--- src/rtl/crl_defines.vh ---
// register indices, field positions and reset values of the lock bank
`ifndef CRL_DEFINES_VH
`define CRL_DEFINES_VH
// graphics-port extended indices
`define CRL_IDX_LOCK       8'h0D
`define CRL_IDX_VIDCTL     8'h0E
`define CRL_IDX_STATUS     8'h0F
`define CRL_IDX_FIRST_LO   8'h09
`define CRL_IDX_FIRST_HI   8'h0F
// crtc-port indices
`define CRL_IDX_UNLOCK2    8'h29
`define CRL_IDX_SWITCH     8'h2A
`define CRL_IDX_BANK2_HI   8'h2F
`define CRL_CR_HT_LAST     8'h05
`define CRL_CR_VTOTAL      8'h06
`define CRL_CR_OVERFLOW    8'h07
`define CRL_CR_MAXSCAN     8'h09
`define CRL_CR_VRS         8'h10
`define CRL_CR_VRE         8'h11
`define CRL_CR_SVB         8'h15
`define CRL_CR_EVB         8'h16
`define CRL_CR_MODE        8'h17
// lock control fields
`define CRL_LK_VSPOL       7
`define CRL_LK_HSPOL       6
`define CRL_LK_HTIME       5
`define CRL_LK_ADDR9       4
`define CRL_LK_ADDR8       3
`define CRL_LK_DOUBLE      2
`define CRL_LK_PREVENT     1
`define CRL_LK_VTIME       0
// video control fields
`define CRL_VC_DE          7
`define CRL_VC_PCLK        6
`define CRL_VC_TRIVID      5
`define CRL_VC_TRIMEM      4
`define CRL_VC_CGAOVR      3
`define CRL_VC_EGA         1
`define CRL_VC_SHIFT256    0
// masks, keys and fixed values
`define CRL_OVF_G1_MASK    8'h42
`define CRL_OVF_G2_MASK    8'hAD
`define CRL_MAXSCAN_MASK   8'h20
`define CRL_VRE_LOW_MASK   8'h0F
`define CRL_MODE_DIV2_MASK 8'h04
`define CRL_UNLOCK_KEY     3'b101
`define CRL_RD_KEY_HI      1'b1
`define CRL_RD_KEY_LO      1'b0
`define CRL_PROTECT_BIT    7
`define CRL_RD_LOCKED      8'hFF
`define CRL_RESET_BYTE     8'h00
`define CRL_SELECT_CGA80   1'b1
`endif

--- src/rtl/crl_lock_bank.v ---
// extended lock, unlock and video output control register bank
// What this block does
// - crtc 00..05 writes blocked when horizontal lock or protect bit set
// - overflow bits 6,1 blocked when prevention clear and protect set
// - crtc 06 and overflow bits 7,5,3,2,0 blocked by vertical lock/protect
// - 09 bit5, 10, 11 bits3:0, 15, 16 blocked by vertical lock alone
// - mode register 17 bit 2 blocked by horizontal lock
// - sync polarity bits of misc output held while their locks set
// - lock bits 4,3 give address bits 17,16 for start and cursor
// - lock bit 2 doubles cursor, preset row and max scan values
// - video bit 7 turns blank output into display enable
// - video bit 6 picks raw video clock instead of dot clock
// - video bit 5 floats video data, syncs and blank
// - video bit 4 floats memory address and dram controls
// - video bit 3 forces cga video enable in 80x25 text only
// - ega bit blocks reads of write-only and first seven ext regs
// - video bit 0 selects 256-colour shift register mode
// - first unlock field resets to zero, unlocks only on 101
// - strap bits 7,6,5,4,8 read in status bits 7..3
// - second bank readable only when bit7=1, bit3=0, else FFH
// - second bank writes above unlock need low bits 101
// - unlock bits 6:4 are scratch storage
// - switch register: four switch bits high, four lock bits low
// - force-video-clock keeps horizontal timing at full rate
`timescale 1ns/100ps
`default_nettype none
`include "crl_defines.vh"
module crl_lock_bank #(
    parameter DW = 8
) (
    // clock and reset
    input  wire          CLOCK,
    input  wire          RST,
    // graphics-port extended access
    input  wire          GX_WR,
    input  wire          GX_RD,
    input  wire [7:0]    GX_INDEX,
    input  wire [DW-1:0] GX_WDATA,
    output reg  [DW-1:0] GX_RDATA,
    output reg           GX_RD_HIT,
    // crtc-port access, also seen for standard crtc indices
    input  wire          CR_WR,
    input  wire          CR_RD,
    input  wire [7:0]    CR_INDEX,
    input  wire [DW-1:0] CR_WDATA,
    output reg  [DW-1:0] CR_RDATA,
    output reg           CR_RD_HIT,
    output reg  [DW-1:0] CR_WR_MASK,
    // misc output register write and standard protect state
    input  wire          MISC_WR,
    input  wire          CRTC_PROTECT,
    output reg  [1:0]    SYNC_POL_WR_EN,
    // straps and mode inputs
    input  wire [4:0]    CONFIG_STRAP,
    input  wire [3:0]    SWITCH_STRAP,
    input  wire          CGA_TEXT80,
    input  wire          FORCE_VIDEO_CLOCK_IN,
    input  wire          SEQ_HALF_CLK,
    input  wire [4:0]    CURSOR_START,
    input  wire [4:0]    CURSOR_STOP,
    input  wire [4:0]    PRESET_ROW,
    input  wire [4:0]    MAX_SCAN,
    // video control outputs
    output reg  [1:0]    CHAR_ADDRESS_HIGH,
    output reg  [5:0]    CURSOR_START_EFF,
    output reg  [5:0]    CURSOR_STOP_EFF,
    output reg  [5:0]    PRESET_ROW_EFF,
    output reg  [5:0]    MAX_SCAN_EFF,
    output reg           BLANK_IS_DE,
    output reg           PCLK_IS_VIDEO_CLOCK_IN,
    output reg           VIDEO_OUT_OE,
    output reg           MEM_CTRL_OE,
    output reg           CGA_VIDEO_FORCE,
    output reg           EGA_COMPAT,
    output reg           SHIFT_256,
    output reg           HTIME_FULL_RATE,
    output reg  [3:0]    SWITCH_LOCKS
);

    reg  [7:0] lock_q;
    reg  [7:0] vidctl_q;
    reg  [2:0] unlock1_q;
    reg  [7:0] unlock2_q;
    reg  [7:0] switch_q;
    reg        strap_taken_q;

    wire first_open  = (unlock1_q == `CRL_UNLOCK_KEY);
    wire bank2_write = (unlock2_q[2:0] == `CRL_UNLOCK_KEY);
    wire bank2_read  = (unlock2_q[7] == `CRL_RD_KEY_HI) &&
                       (unlock2_q[3] == `CRL_RD_KEY_LO);
    wire ega         = vidctl_q[`CRL_VC_EGA];
    wire hlock       = lock_q[`CRL_LK_HTIME];
    wire vlock       = lock_q[`CRL_LK_VTIME];

    // double a scan value when the lock bank asks for it
    function [5:0] dbl;
        input [4:0] v;
        input       en;
        begin
            dbl = en ? {v, 1'b0} : {1'b0, v};
        end
    endfunction

    // per-bit write mask for standard crtc indices
    function [7:0] crtc_mask;
        input [7:0] idx;
        input       hl;
        input       vl;
        input       prv;
        input       pro;
        begin
            crtc_mask = 8'hFF;
            if (idx <= `CRL_CR_HT_LAST) begin
                if (hl || pro)
                    crtc_mask = 8'h00;
            end else if (idx == `CRL_CR_VTOTAL) begin
                if (vl || pro)
                    crtc_mask = 8'h00;
            end else if (idx == `CRL_CR_OVERFLOW) begin
                if (!prv && pro)
                    crtc_mask = crtc_mask & ~`CRL_OVF_G1_MASK;
                if (vl || pro)
                    crtc_mask = crtc_mask & ~`CRL_OVF_G2_MASK;
            end else if (idx == `CRL_CR_MAXSCAN) begin
                if (vl)
                    crtc_mask = ~`CRL_MAXSCAN_MASK;
            end else if (idx == `CRL_CR_VRS || idx == `CRL_CR_SVB ||
                         idx == `CRL_CR_EVB) begin
                if (vl)
                    crtc_mask = 8'h00;
            end else if (idx == `CRL_CR_VRE) begin
                if (vl)
                    crtc_mask = ~`CRL_VRE_LOW_MASK;
            end else if (idx == `CRL_CR_MODE) begin
                if (hl)
                    crtc_mask = ~`CRL_MODE_DIV2_MASK;
            end
        end
    endfunction

    // register writes; blocked writes simply fall through
    always @(posedge CLOCK or posedge RST) begin
        if (RST) begin
            lock_q        <= `CRL_RESET_BYTE;
            vidctl_q      <= `CRL_RESET_BYTE;
            unlock1_q     <= 3'b000;
            unlock2_q     <= `CRL_RESET_BYTE;
            switch_q      <= `CRL_RESET_BYTE;
            strap_taken_q <= 1'b0;
        end else begin
            // switch bits are latched once after reset release
            if (!strap_taken_q) begin
                switch_q[7:4] <= SWITCH_STRAP;
                strap_taken_q <= 1'b1;
            end
            if (GX_WR) begin
                if (GX_INDEX == `CRL_IDX_STATUS)
                    unlock1_q <= GX_WDATA[2:0];
                else if (first_open && GX_INDEX == `CRL_IDX_LOCK)
                    lock_q <= GX_WDATA;
                else if (first_open && GX_INDEX == `CRL_IDX_VIDCTL)
                    vidctl_q <= GX_WDATA;
            end
            if (CR_WR) begin
                if (CR_INDEX == `CRL_IDX_UNLOCK2)
                    unlock2_q <= CR_WDATA;
                else if (bank2_write && CR_INDEX == `CRL_IDX_SWITCH)
                    switch_q <= CR_WDATA;
            end
        end
    end

    // read paths, write masks and decoded outputs, all registered
    always @(posedge CLOCK or posedge RST) begin
        if (RST) begin
            GX_RDATA          <= `CRL_RESET_BYTE;
            GX_RD_HIT         <= 1'b0;
            CR_RDATA          <= `CRL_RESET_BYTE;
            CR_RD_HIT         <= 1'b0;
            CR_WR_MASK        <= 8'hFF;
            SYNC_POL_WR_EN    <= 2'b11;
            CHAR_ADDRESS_HIGH <= 2'b00;
            CURSOR_START_EFF  <= 6'h00;
            CURSOR_STOP_EFF   <= 6'h00;
            PRESET_ROW_EFF    <= 6'h00;
            MAX_SCAN_EFF      <= 6'h00;
            BLANK_IS_DE       <= 1'b0;
            PCLK_IS_VIDEO_CLOCK_IN      <= 1'b0;
            VIDEO_OUT_OE      <= 1'b1;
            MEM_CTRL_OE       <= 1'b1;
            CGA_VIDEO_FORCE   <= 1'b0;
            EGA_COMPAT        <= 1'b0;
            SHIFT_256         <= 1'b0;
            HTIME_FULL_RATE   <= 1'b0;
            SWITCH_LOCKS      <= 4'h0;
        end else begin
            GX_RD_HIT <= 1'b0;
            GX_RDATA  <= `CRL_RESET_BYTE;
            // ega mode hides the first seven extended indices, 09 through 0F
            if (GX_RD && !ega && GX_INDEX >= `CRL_IDX_FIRST_LO - 8'h00 &&
                GX_INDEX <= `CRL_IDX_FIRST_HI) begin
                GX_RD_HIT <= 1'b1;
                case (GX_INDEX)
                    `CRL_IDX_LOCK:   GX_RDATA <= lock_q;
                    `CRL_IDX_VIDCTL: GX_RDATA <= vidctl_q;
                    `CRL_IDX_STATUS:
                        GX_RDATA <= {CONFIG_STRAP, unlock1_q};
                    default:         GX_RD_HIT <= 1'b0;
                endcase
            end
            CR_RD_HIT <= 1'b0;
            CR_RDATA  <= `CRL_RESET_BYTE;
            if (CR_RD && CR_INDEX >= `CRL_IDX_UNLOCK2 &&
                CR_INDEX <= `CRL_IDX_BANK2_HI) begin
                CR_RD_HIT <= 1'b1;
                if (!bank2_read)
                    CR_RDATA <= `CRL_RD_LOCKED;
                else if (CR_INDEX == `CRL_IDX_UNLOCK2)
                    CR_RDATA <= unlock2_q;
                else if (CR_INDEX == `CRL_IDX_SWITCH)
                    CR_RDATA <= switch_q;
                else
                    CR_RD_HIT <= 1'b0;
            end
            CR_WR_MASK <= crtc_mask(CR_INDEX, hlock, vlock,
                                    lock_q[`CRL_LK_PREVENT],
                                    CRTC_PROTECT);
            SYNC_POL_WR_EN <= {~lock_q[`CRL_LK_VSPOL],
                               ~lock_q[`CRL_LK_HSPOL]};
            CHAR_ADDRESS_HIGH <= {lock_q[`CRL_LK_ADDR9],
                                  lock_q[`CRL_LK_ADDR8]};
            CURSOR_START_EFF <= dbl(CURSOR_START,
                                    lock_q[`CRL_LK_DOUBLE]);
            CURSOR_STOP_EFF  <= dbl(CURSOR_STOP, lock_q[`CRL_LK_DOUBLE]);
            PRESET_ROW_EFF   <= dbl(PRESET_ROW, lock_q[`CRL_LK_DOUBLE]);
            MAX_SCAN_EFF     <= dbl(MAX_SCAN, lock_q[`CRL_LK_DOUBLE]);
            BLANK_IS_DE      <= vidctl_q[`CRL_VC_DE];
            PCLK_IS_VIDEO_CLOCK_IN     <= vidctl_q[`CRL_VC_PCLK];
            VIDEO_OUT_OE     <= ~vidctl_q[`CRL_VC_TRIVID];
            MEM_CTRL_OE      <= ~vidctl_q[`CRL_VC_TRIMEM];
            CGA_VIDEO_FORCE  <= vidctl_q[`CRL_VC_CGAOVR] &&
                                (CGA_TEXT80 == `CRL_SELECT_CGA80);
            EGA_COMPAT       <= ega;
            SHIFT_256        <= vidctl_q[`CRL_VC_SHIFT256];
            HTIME_FULL_RATE  <= FORCE_VIDEO_CLOCK_IN || !SEQ_HALF_CLK;
            SWITCH_LOCKS     <= switch_q[3:0];
        end
    end

endmodule
`default_nettype wire

--- config.mk ---
export PLATFORM = sky130hd
export DESIGN_NAME = crl_lock_bank
export DESIGN_NICKNAME = d
export VERILOG_FILES = /design/src/rtl/crl_lock_bank.v
export VERILOG_INCLUDE_DIRS = /design/src /design/src/rtl
export SDC_FILE = /design/constraint.sdc
export NUM_CORES = 1
export LEC_CHECK = 0
export BUFFER_PORTS_ARGS = -buffer_cell sky130_fd_sc_hd__buf_4
export CAP_MARGIN = 10
export CORE_MARGIN = 5
export CORE_UTILIZATION = 45
export DETAILED_ROUTE_END_ITERATION = 10
export GPL_ROUTABILITY_DRIVEN = 1
export HOLD_SLACK_MARGIN = 0.1
export PLACE_DENSITY = 0.82
export SLEW_MARGIN = 5
export SYNTH_ARGS = -nofsm -noshare
export SYNTH_HDL_FRONTEND = slang
export SYNTH_SLANG_ARGS = --single-unit
--- constraint.sdc ---
create_clock -name CLOCK -period 3.95 [get_ports CLOCK]
set_clock_uncertainty 0.1 [all_clocks]
set_input_delay 1.185 -clock CLOCK [delete_from_list [all_inputs] [get_ports CLOCK]]
set_output_delay 1.185 -clock CLOCK [all_outputs]
set_load 0.01 [all_outputs]
# Word level (Yosys, flattened, before mapping)
# Index checks and enable logic that the tools add are counted.
# Widths: inputs -> output; s select.
# word_totals
ff_bits	102
output_inout_bits	66
# op_classes
n_lt_le_gt_ge	5
eq_ne	15
mux	35
bitwise	8
reduce_logical	25
# ops
operator	n
$mux 8	18
$eq 8x5->1 const B	5
$eq 8x4->1 const B	4
$mux 6	5
$pmux 8 s3	1
$eq 8x3->1 const B	2
$eq 8x6->1 const B	2
$logic_and 1x1->1	11
$ge 8x4->1 const B	1
$ge 8x6->1 const B	1
$le 8x3->1 const B	1
$le 8x4->1 const B	1
$le 8x6->1 const B	1
$mux 4	2
$not 1->1	8
$mux 7	1
$eq 3x3->1 const B	2
$mux 1	6
$mux 3	2
$reduce_and 3->1	2
$logic_or 1x1->1	5
$reduce_and 2->1	2
$reduce_and 4->1	1
$logic_not 1->1	3
$reduce_or 3->1	1

# Logic depth before layout (Yosys ltp)
# Gate-level depths: netlist of the first run.
# logic_depth
depth_word	8
mapped_depth	6

# Worst setup path after synthesis of the first run
# Ideal clock, no wire load.
# synth_timing
path_kind	input to register
from	in GX_INDEX[7]
to	reg vidctl_q[0]
setup_ns	0.125
arrival_ns	2.568
required_ns	3.725
setup_slack_ns	1.157
cell_stages	4
path_buffers	0
path_cell_list	nor4_2 > nand4_2 > nor4b_4 > mux2_2
# synth_between
elab_chain_len	4
word_cells_on_any_way	8
cone_classes	3 x eq/ne; 2 x bitwise; 3 x reduce/logical
# synth_rtl
item	line_no	source
start, declared	crl_lock_bank.v:37	input wire [7:0] GX_INDEX,
$eq 8x4->1	-	
$logic_and 1x1->1 (no line)	-	
$not 1->1 (no line)	-	
$reduce_and 4->1 (no line) (*)	-	
end signal, assigned	crl_lock_bank.v:145	vidctl_q <= `CRL_RESET_BYTE;
end, declared	crl_lock_bank.v:81	reg [7:0] vidctl_q;
# Every way passes the cells marked *; elsewhere a longest branch is shown, timed or not.
# A chain may end at the register's enable or synchronous reset.

# Final worst setup path of the first run
# Ends and elaborated chain as after synthesis.

==> results of run 1 <==
routing by layer:
| layer | global-route usage | up-vias | routed length [µm] |
|---|---|---|---|
| met3 | 0.0540 | 7 | 609 |
| li1 | - | 1300 | - |
| met4 | 0.0463 | 0 | 121 |
| met5 | 0 | - | 0 |
| met2 | 0.297 | 101 | 4830 |
| met1 | 0.193 | 1379 | 3300 |
registers in the layout, summed over array words and instances, names as in the netlist, 2 cells and up:
register and cells:
MAX_SCAN_EFF 6, vidctl_q 8, SWITCH_LOCKS 4, CR_RDATA 8
unlock1_q 3, SYNC_POL_WR_EN 2, unlock2_q 8, CURSOR_STOP_EFF 6
PRESET_ROW_EFF 6, switch_q 8, CR_WR_MASK 7, lock_q 8
CURSOR_START_EFF 6, GX_RDATA 8, CHAR_ADDRESS_HIGH 2
cell type report:
type / instances / area, µm² / share of cell area
inverters: 8 / 32.5 / 0.00611
flip-flops and latches: 101 / 2540 / 0.477
well taps: 108 / 135 / 0.0254
multi-input cells: 171 / 1350 / 0.253
clock inverters: 7 / 95.1 / 0.0179
clock buffers: 9 / 124 / 0.0233
repair buffers: 138 / 1050 / 0.197
kinds of logic after synthesis:
group                  count (synthesis)  synth area share
AO/OA/AOI/OAI                         44            0.0682
multiplexers                          58             0.163
XOR/XNOR                               2           0.00440
buffers and inverters                 22            0.0223
other                                  1          0.000942
AND/OR/NAND/NOR                       66             0.103
flip-flops                           101             0.639
cell usage after synthesis (3+ instances only):
library cell,number,area share
a21oi_1,13,0.016
a22oi_1,14,0.026
a31oi_1,5,0.0079
and2_1,6,0.0094
buf_1,3,0.0028
clkbuf_1,8,0.0075
dfrtp_1,90,0.57
dfstp_2,11,0.073
inv_1,8,0.0075
mux2_2,54,0.15
mux2i_1,4,0.010
nand2_1,11,0.010
nand4_1,3,0.0047
nor2_1,16,0.015
nor2b_1,8,0.013
o21ai_0,9,0.011
stage by stage:
| step | power, mW | util | hold slack (ns) | cells |
|---|---|---|---|---|
| after detailed placement | 1.26 | 0.588 | 0.284 | 526 |
| final | 1.93 | 0.614 | 0.296 | 542 |
| after global placement | 1.25 | 0.588 | 0.278 | 526 |
| after CTS | 1.95 | 0.614 | 0.299 | 542 |
| after floorplan | 1.15 | - | 0.266 | 294 |
| after global routing | 2.01 | 0.614 | 0.323 | 542 |
power breakdown:
part | internal, mW | switching (mW) | leakage, nW | total (mW)
clock network | 0.311 | 0.382 | 0.110 | 0.693
registers | 1.06 | 0.0107 | 1.31 | 1.07
logic | 0.0902 | 0.0762 | 1.20 | 0.166
total | 1.46 | 0.469 | 2.62 | 1.93
worst max-delay path by stage:
| stage | from | to | slack [ns] |
|---|---|---|---|
| 2_1_floorplan | RST | BLANK_IS_DE | 0.04 |
| 3_3_place_gp | GX_INDEX[7] | vidctl_q[4] | 0.84 |
| 3_5_place_dp | GX_INDEX[7] | vidctl_q[2] | 0.78 |
| 4_1_cts | GX_INDEX[7] | vidctl_q[0] | 1.13 |
| 5_1_grt | GX_INDEX[7] | vidctl_q[0] | 1.05 |
| 6_report | GX_INDEX[7] | vidctl_q[0] | 1.15 |
==> results.yml, run 1 <==
sta:
  fmax_mhz: 357
  post-route-min-period_ns: 2.80
  relSlewSlack: 0.434
  rsz0062_at_grt: "no"
  fin_tns_setup_ns: 0
  finalHoldViolations: 0
  min_period_over_period: 0.709
  worstMarginPinSlew_ns: 0.849
  slew_viol_final: 0
  setup_violations: 0
  worst_slack_ns: 1.15
yosys:
  synth_enable_flop_cells: 0
  yosysUniqueCellTypes: 39
  avgSynthCellArea_um2: 13.5
  postSynthCellCount: 294
  async_reset_ff_frac: 1.00
  ys_seq_area_frac: 0.639
  netlist_area_mm2: 0.00398
  synth_warnings: 0
  ys_ff_latch: 101
  syn_nets: 366
  yosys_most_used_dff: "dfrtp_1"
drt:
  first_pass_iters: 4
  wl_per_cell_um: 16.3
  wirelength_mm: 8.86
  via_per_inst: 5.14
  vias: 2787
  drtIter0Drc: 110
  ant_nets: 0
  drcViolationCount: 0
setup_path:
  endpoint_kind: "flip-flop"
  path_depth: 5
  path_max_fanout: 8
  path_delay_family: "simple AND/OR/NAND/NOR gates"
  cp_data_required_time_ns: 4.09
  reg2regPathDepth: 3
  r2r-start: "unlock1_q[1]"
  crit_path_cell_trace: "buf_4 -> nor4_2 -> nand4_2 -> nor4b_4 -> mux2_2"
  startpoint_type: "input pin"
  cp_slowest_cell: "nor4b_4"
  crit_type: "input pin to flip-flop"
  r2r_setup_slack_ns: 2.08
  rr_endpoint: "vidctl_q[0]"
  cp_num_buf_inv: 1
  slowest_delay_ns: 0.62
  cp.arrival_ns: 2.94
clock_tree:
  cts_hold_buf: 0
  clk_pin_slew_ns: 0.11
  clock_latency_ns: 0.35
  root_buffer: "clkbuf_8"
  cts.sinks: 101
  cts_buffers: 9
  cts_setup_buffers: 0
  cts_resized: 0
  clock_path_buffers: 2
  cts_tree: "built"
  cts_max_level: 3
floorplanning:
  coreArea_mm2: 0.00868
  die-area_mm2: 0.0108
  die_h_um: 104
  placementRows: 34
  initial_core_util: 0.458
  fp.dieW_um: 104
  pin_count: 138
worst_hold_path:
  hp-start: "vidctl_q[5]"
  holdPathStages: 1
  whs_endpoint: "VIDEO_OUT_OE"
  hp-class: "flip-flop to flip-flop"
cells_and_area:
  drive_above_1_share: 0.523
  layout_commonest_cell: "buf_4"
  fin_nets: 501
  fillers: 695
  final_cell_mix: "buf_4 (137), dfrtp_1 (90), mux2_2 (54), nor2_1 (16), a22oi_1 (14)"
  design_area_mm2: 0.00533
  syn2layout_area_growth_pct: 33.8
  antenna_cells: 0
power_and_ir_drop:
  vdd_drop_max_v: 0.000202
  power.density_mw_per_mm2: 362
  p_leak_nw: 2.62
grt:
  grt_use_total: 0.167
  grt_antenna_before_repair: 0
  grt_start_max_net_pins: 63
  grt_pass1_wl_mm: 14.8
  gr-total-overflow: 0
  first_global_vias: 3053
placement:
  io_buffer_count: 136
  gp_congestion: 0.773
  postPlaceCellArea_mm2: 0.00511
  dp_slack_ns: 0.783
  dp_hpwl_mm: 6.59
outcome:
  outcome: "finished, final reports clean"
flow_run:
  maxCapViolations: 0
No activity file was read; power rests on OpenSTA's default activity.
==> inputs of run 2 (changes only) <==
Clock period 3.95 ns to 2.5 ns, I/O delays scaled along.
==> results.yml, run 2 (same netlist as run 1, synthesis figures left out) <==
floorplanning:
  coreArea_mm2: 0.00868
  fp.dieW_um: 104
  initial_core_util: 0.458
  pin_count: 138
  placementRows: 34
  die-area_mm2: 0.0108
  die_h_um: 104
sta:
  worst_slack_ns: 0.329
  rsz0062_at_grt: "no"
  relSlewSlack: 0.435
  slew_viol_final: 0
  min_period_over_period: 0.868
  hold_ws_ns: 0.236
  fmax_mhz: 461
  worstMarginPinSlew_ns: 0.847
  fin_tns_setup_ns: 0
  setup_violations: 0
  post-route-min-period_ns: 2.17
  finalHoldViolations: 0
placement:
  postPlaceCellArea_mm2: 0.00517
  dp_slack_ns: -0.0407
  gp_congestion: 0.795
  placedCellCount: 533
  dp_hpwl_mm: 6.76
  io_buffer_count: 136
power_and_ir_drop:
  p_int_mw: 2.29
  vdd_drop_max_v: 0.000248
  power.density_mw_per_mm2: 555
  power_frac_comb: 0.090
  seq_power_share: 0.566
  p_leak_nw: 2.64
  finalPower_mw: 2.98
  clkPwrFrac: 0.343
  p_switching_mw: 0.689
  switching_share: 0.231
setup_path:
  endpoint_kind: "flip-flop"
  path_max_fanout: 4
  rr_endpoint: "vidctl_q[2]"
  cp_data_required_time_ns: 2.64
  crit_type: "input pin to flip-flop"
  r2r-start: "unlock1_q[1]"
  crit_path_start: "GX_INDEX[7]"
  r2r_setup_slack_ns: 0.81
  crit_end: "vidctl_q[2]"
  reg2regPathDepth: 4
  cp.arrival_ns: 2.31
  startpoint_type: "input pin"
clock_tree:
  cts_tree: "built"
  clk_pin_slew_ns: 0.10
  cts_max_level: 3
  cts_setup_buffers: 0
  clock_latency_ns: 0.36
  clock_path_buffers: 2
  root_buffer: "clkbuf_8"
  cts.sinks: 101
  cts_buffers: 9
  cts_resized: 0
  cts_hold_buf: 0
drt:
  wirelength_mm: 8.92
  ant_nets: 0
  drtIter0Drc: 79
  vias: 2769
  wl_per_cell_um: 16.3
  first_pass_iters: 4
  via_per_inst: 5.04
  drcViolationCount: 0
cells_and_area:
  drive_above_1_share: 0.524
  multi_input_area_mm2: 0.00135
  final_cells: 549
  syn2layout_area_growth_pct: 34.8
  final_core_util: 0.618
  design_area_mm2: 0.00536
  fillers: 710
  regArea_mm2: 0.00254
  layout_commonest_cell: "buf_4"
  antenna_cells: 0
  final_cell_mix: "buf_4 (143), dfrtp_1 (90), mux2_2 (54), nor2_1 (16), a22oi_1 (14)"
  fin_nets: 508
grt:
  first_global_vias: 2942
  grt_use_total: 0.168
  grt_pass1_wl_mm: 14.9
  grt_start_max_net_pins: 38
  grt_antenna_before_repair: 0
  gr-total-overflow: 0
outcome:
  outcome: "finished, final reports clean"
worst_hold_path:
  hp-class: "input pin to async pin"
flow_run:
  maxCapViolations: 0
## run 2: metal layers
metal / vias to the layer above / part of all wire / global-route usage
met1: 1363 / 0.40 / 0.210
met3: 10 / 0.066 / 0.0515
met4: 0 / 0.015 / 0.0546
met2: 83 / 0.52 / 0.278
met5: - / 0 / 0
li1: 1313 / - / -
## run 2: how the worst min path moves through the flow
stage | startpoint | endpoint | slack, ns | cells after the start
5_1_grt | RST | GX_RDATA[0] | 0.23 | 2
4_1_cts | RST | GX_RDATA[0] | 0.23 | 2
3_3_place_gp | vidctl_q[4] | MEM_CTRL_OE | 0.28 | 1
2_1_floorplan | vidctl_q[4] | MEM_CTRL_OE | 0.27 | 1
6_report | RST | GX_RDATA[0] | 0.24 | 2
3_5_place_dp | vidctl_q[4] | MEM_CTRL_OE | 0.28 | 1
## run 2: final cells by class
class	count	area share
sequential	101	0.474
multi-input combinational	171	0.251
clock buffer	12	0.0252
clock inverter	4	0.0105
inverter	8	0.00630
timing repair buffer	145	0.208
tap	108	0.0252
## run 2: power groups by stage
stage	sequential, mW	clock, mW	combinational [mW]
2_1_floorplan	1.73	0	0.0982
3_3_place_gp	1.72	0	0.263
3_5_place_dp	1.72	0	0.273
4_1_cts	1.69	1.05	0.274
5_1_grt	1.69	1.12	0.297
6_report	1.69	1.02	0.269
## run 2: worst max-delay path: stages
cell     delay, ns
buf_4         0.11
nor4_2        0.36
nand4_2       0.25
nor4b_4       0.32
buf_4         0.19
mux2_2        0.33
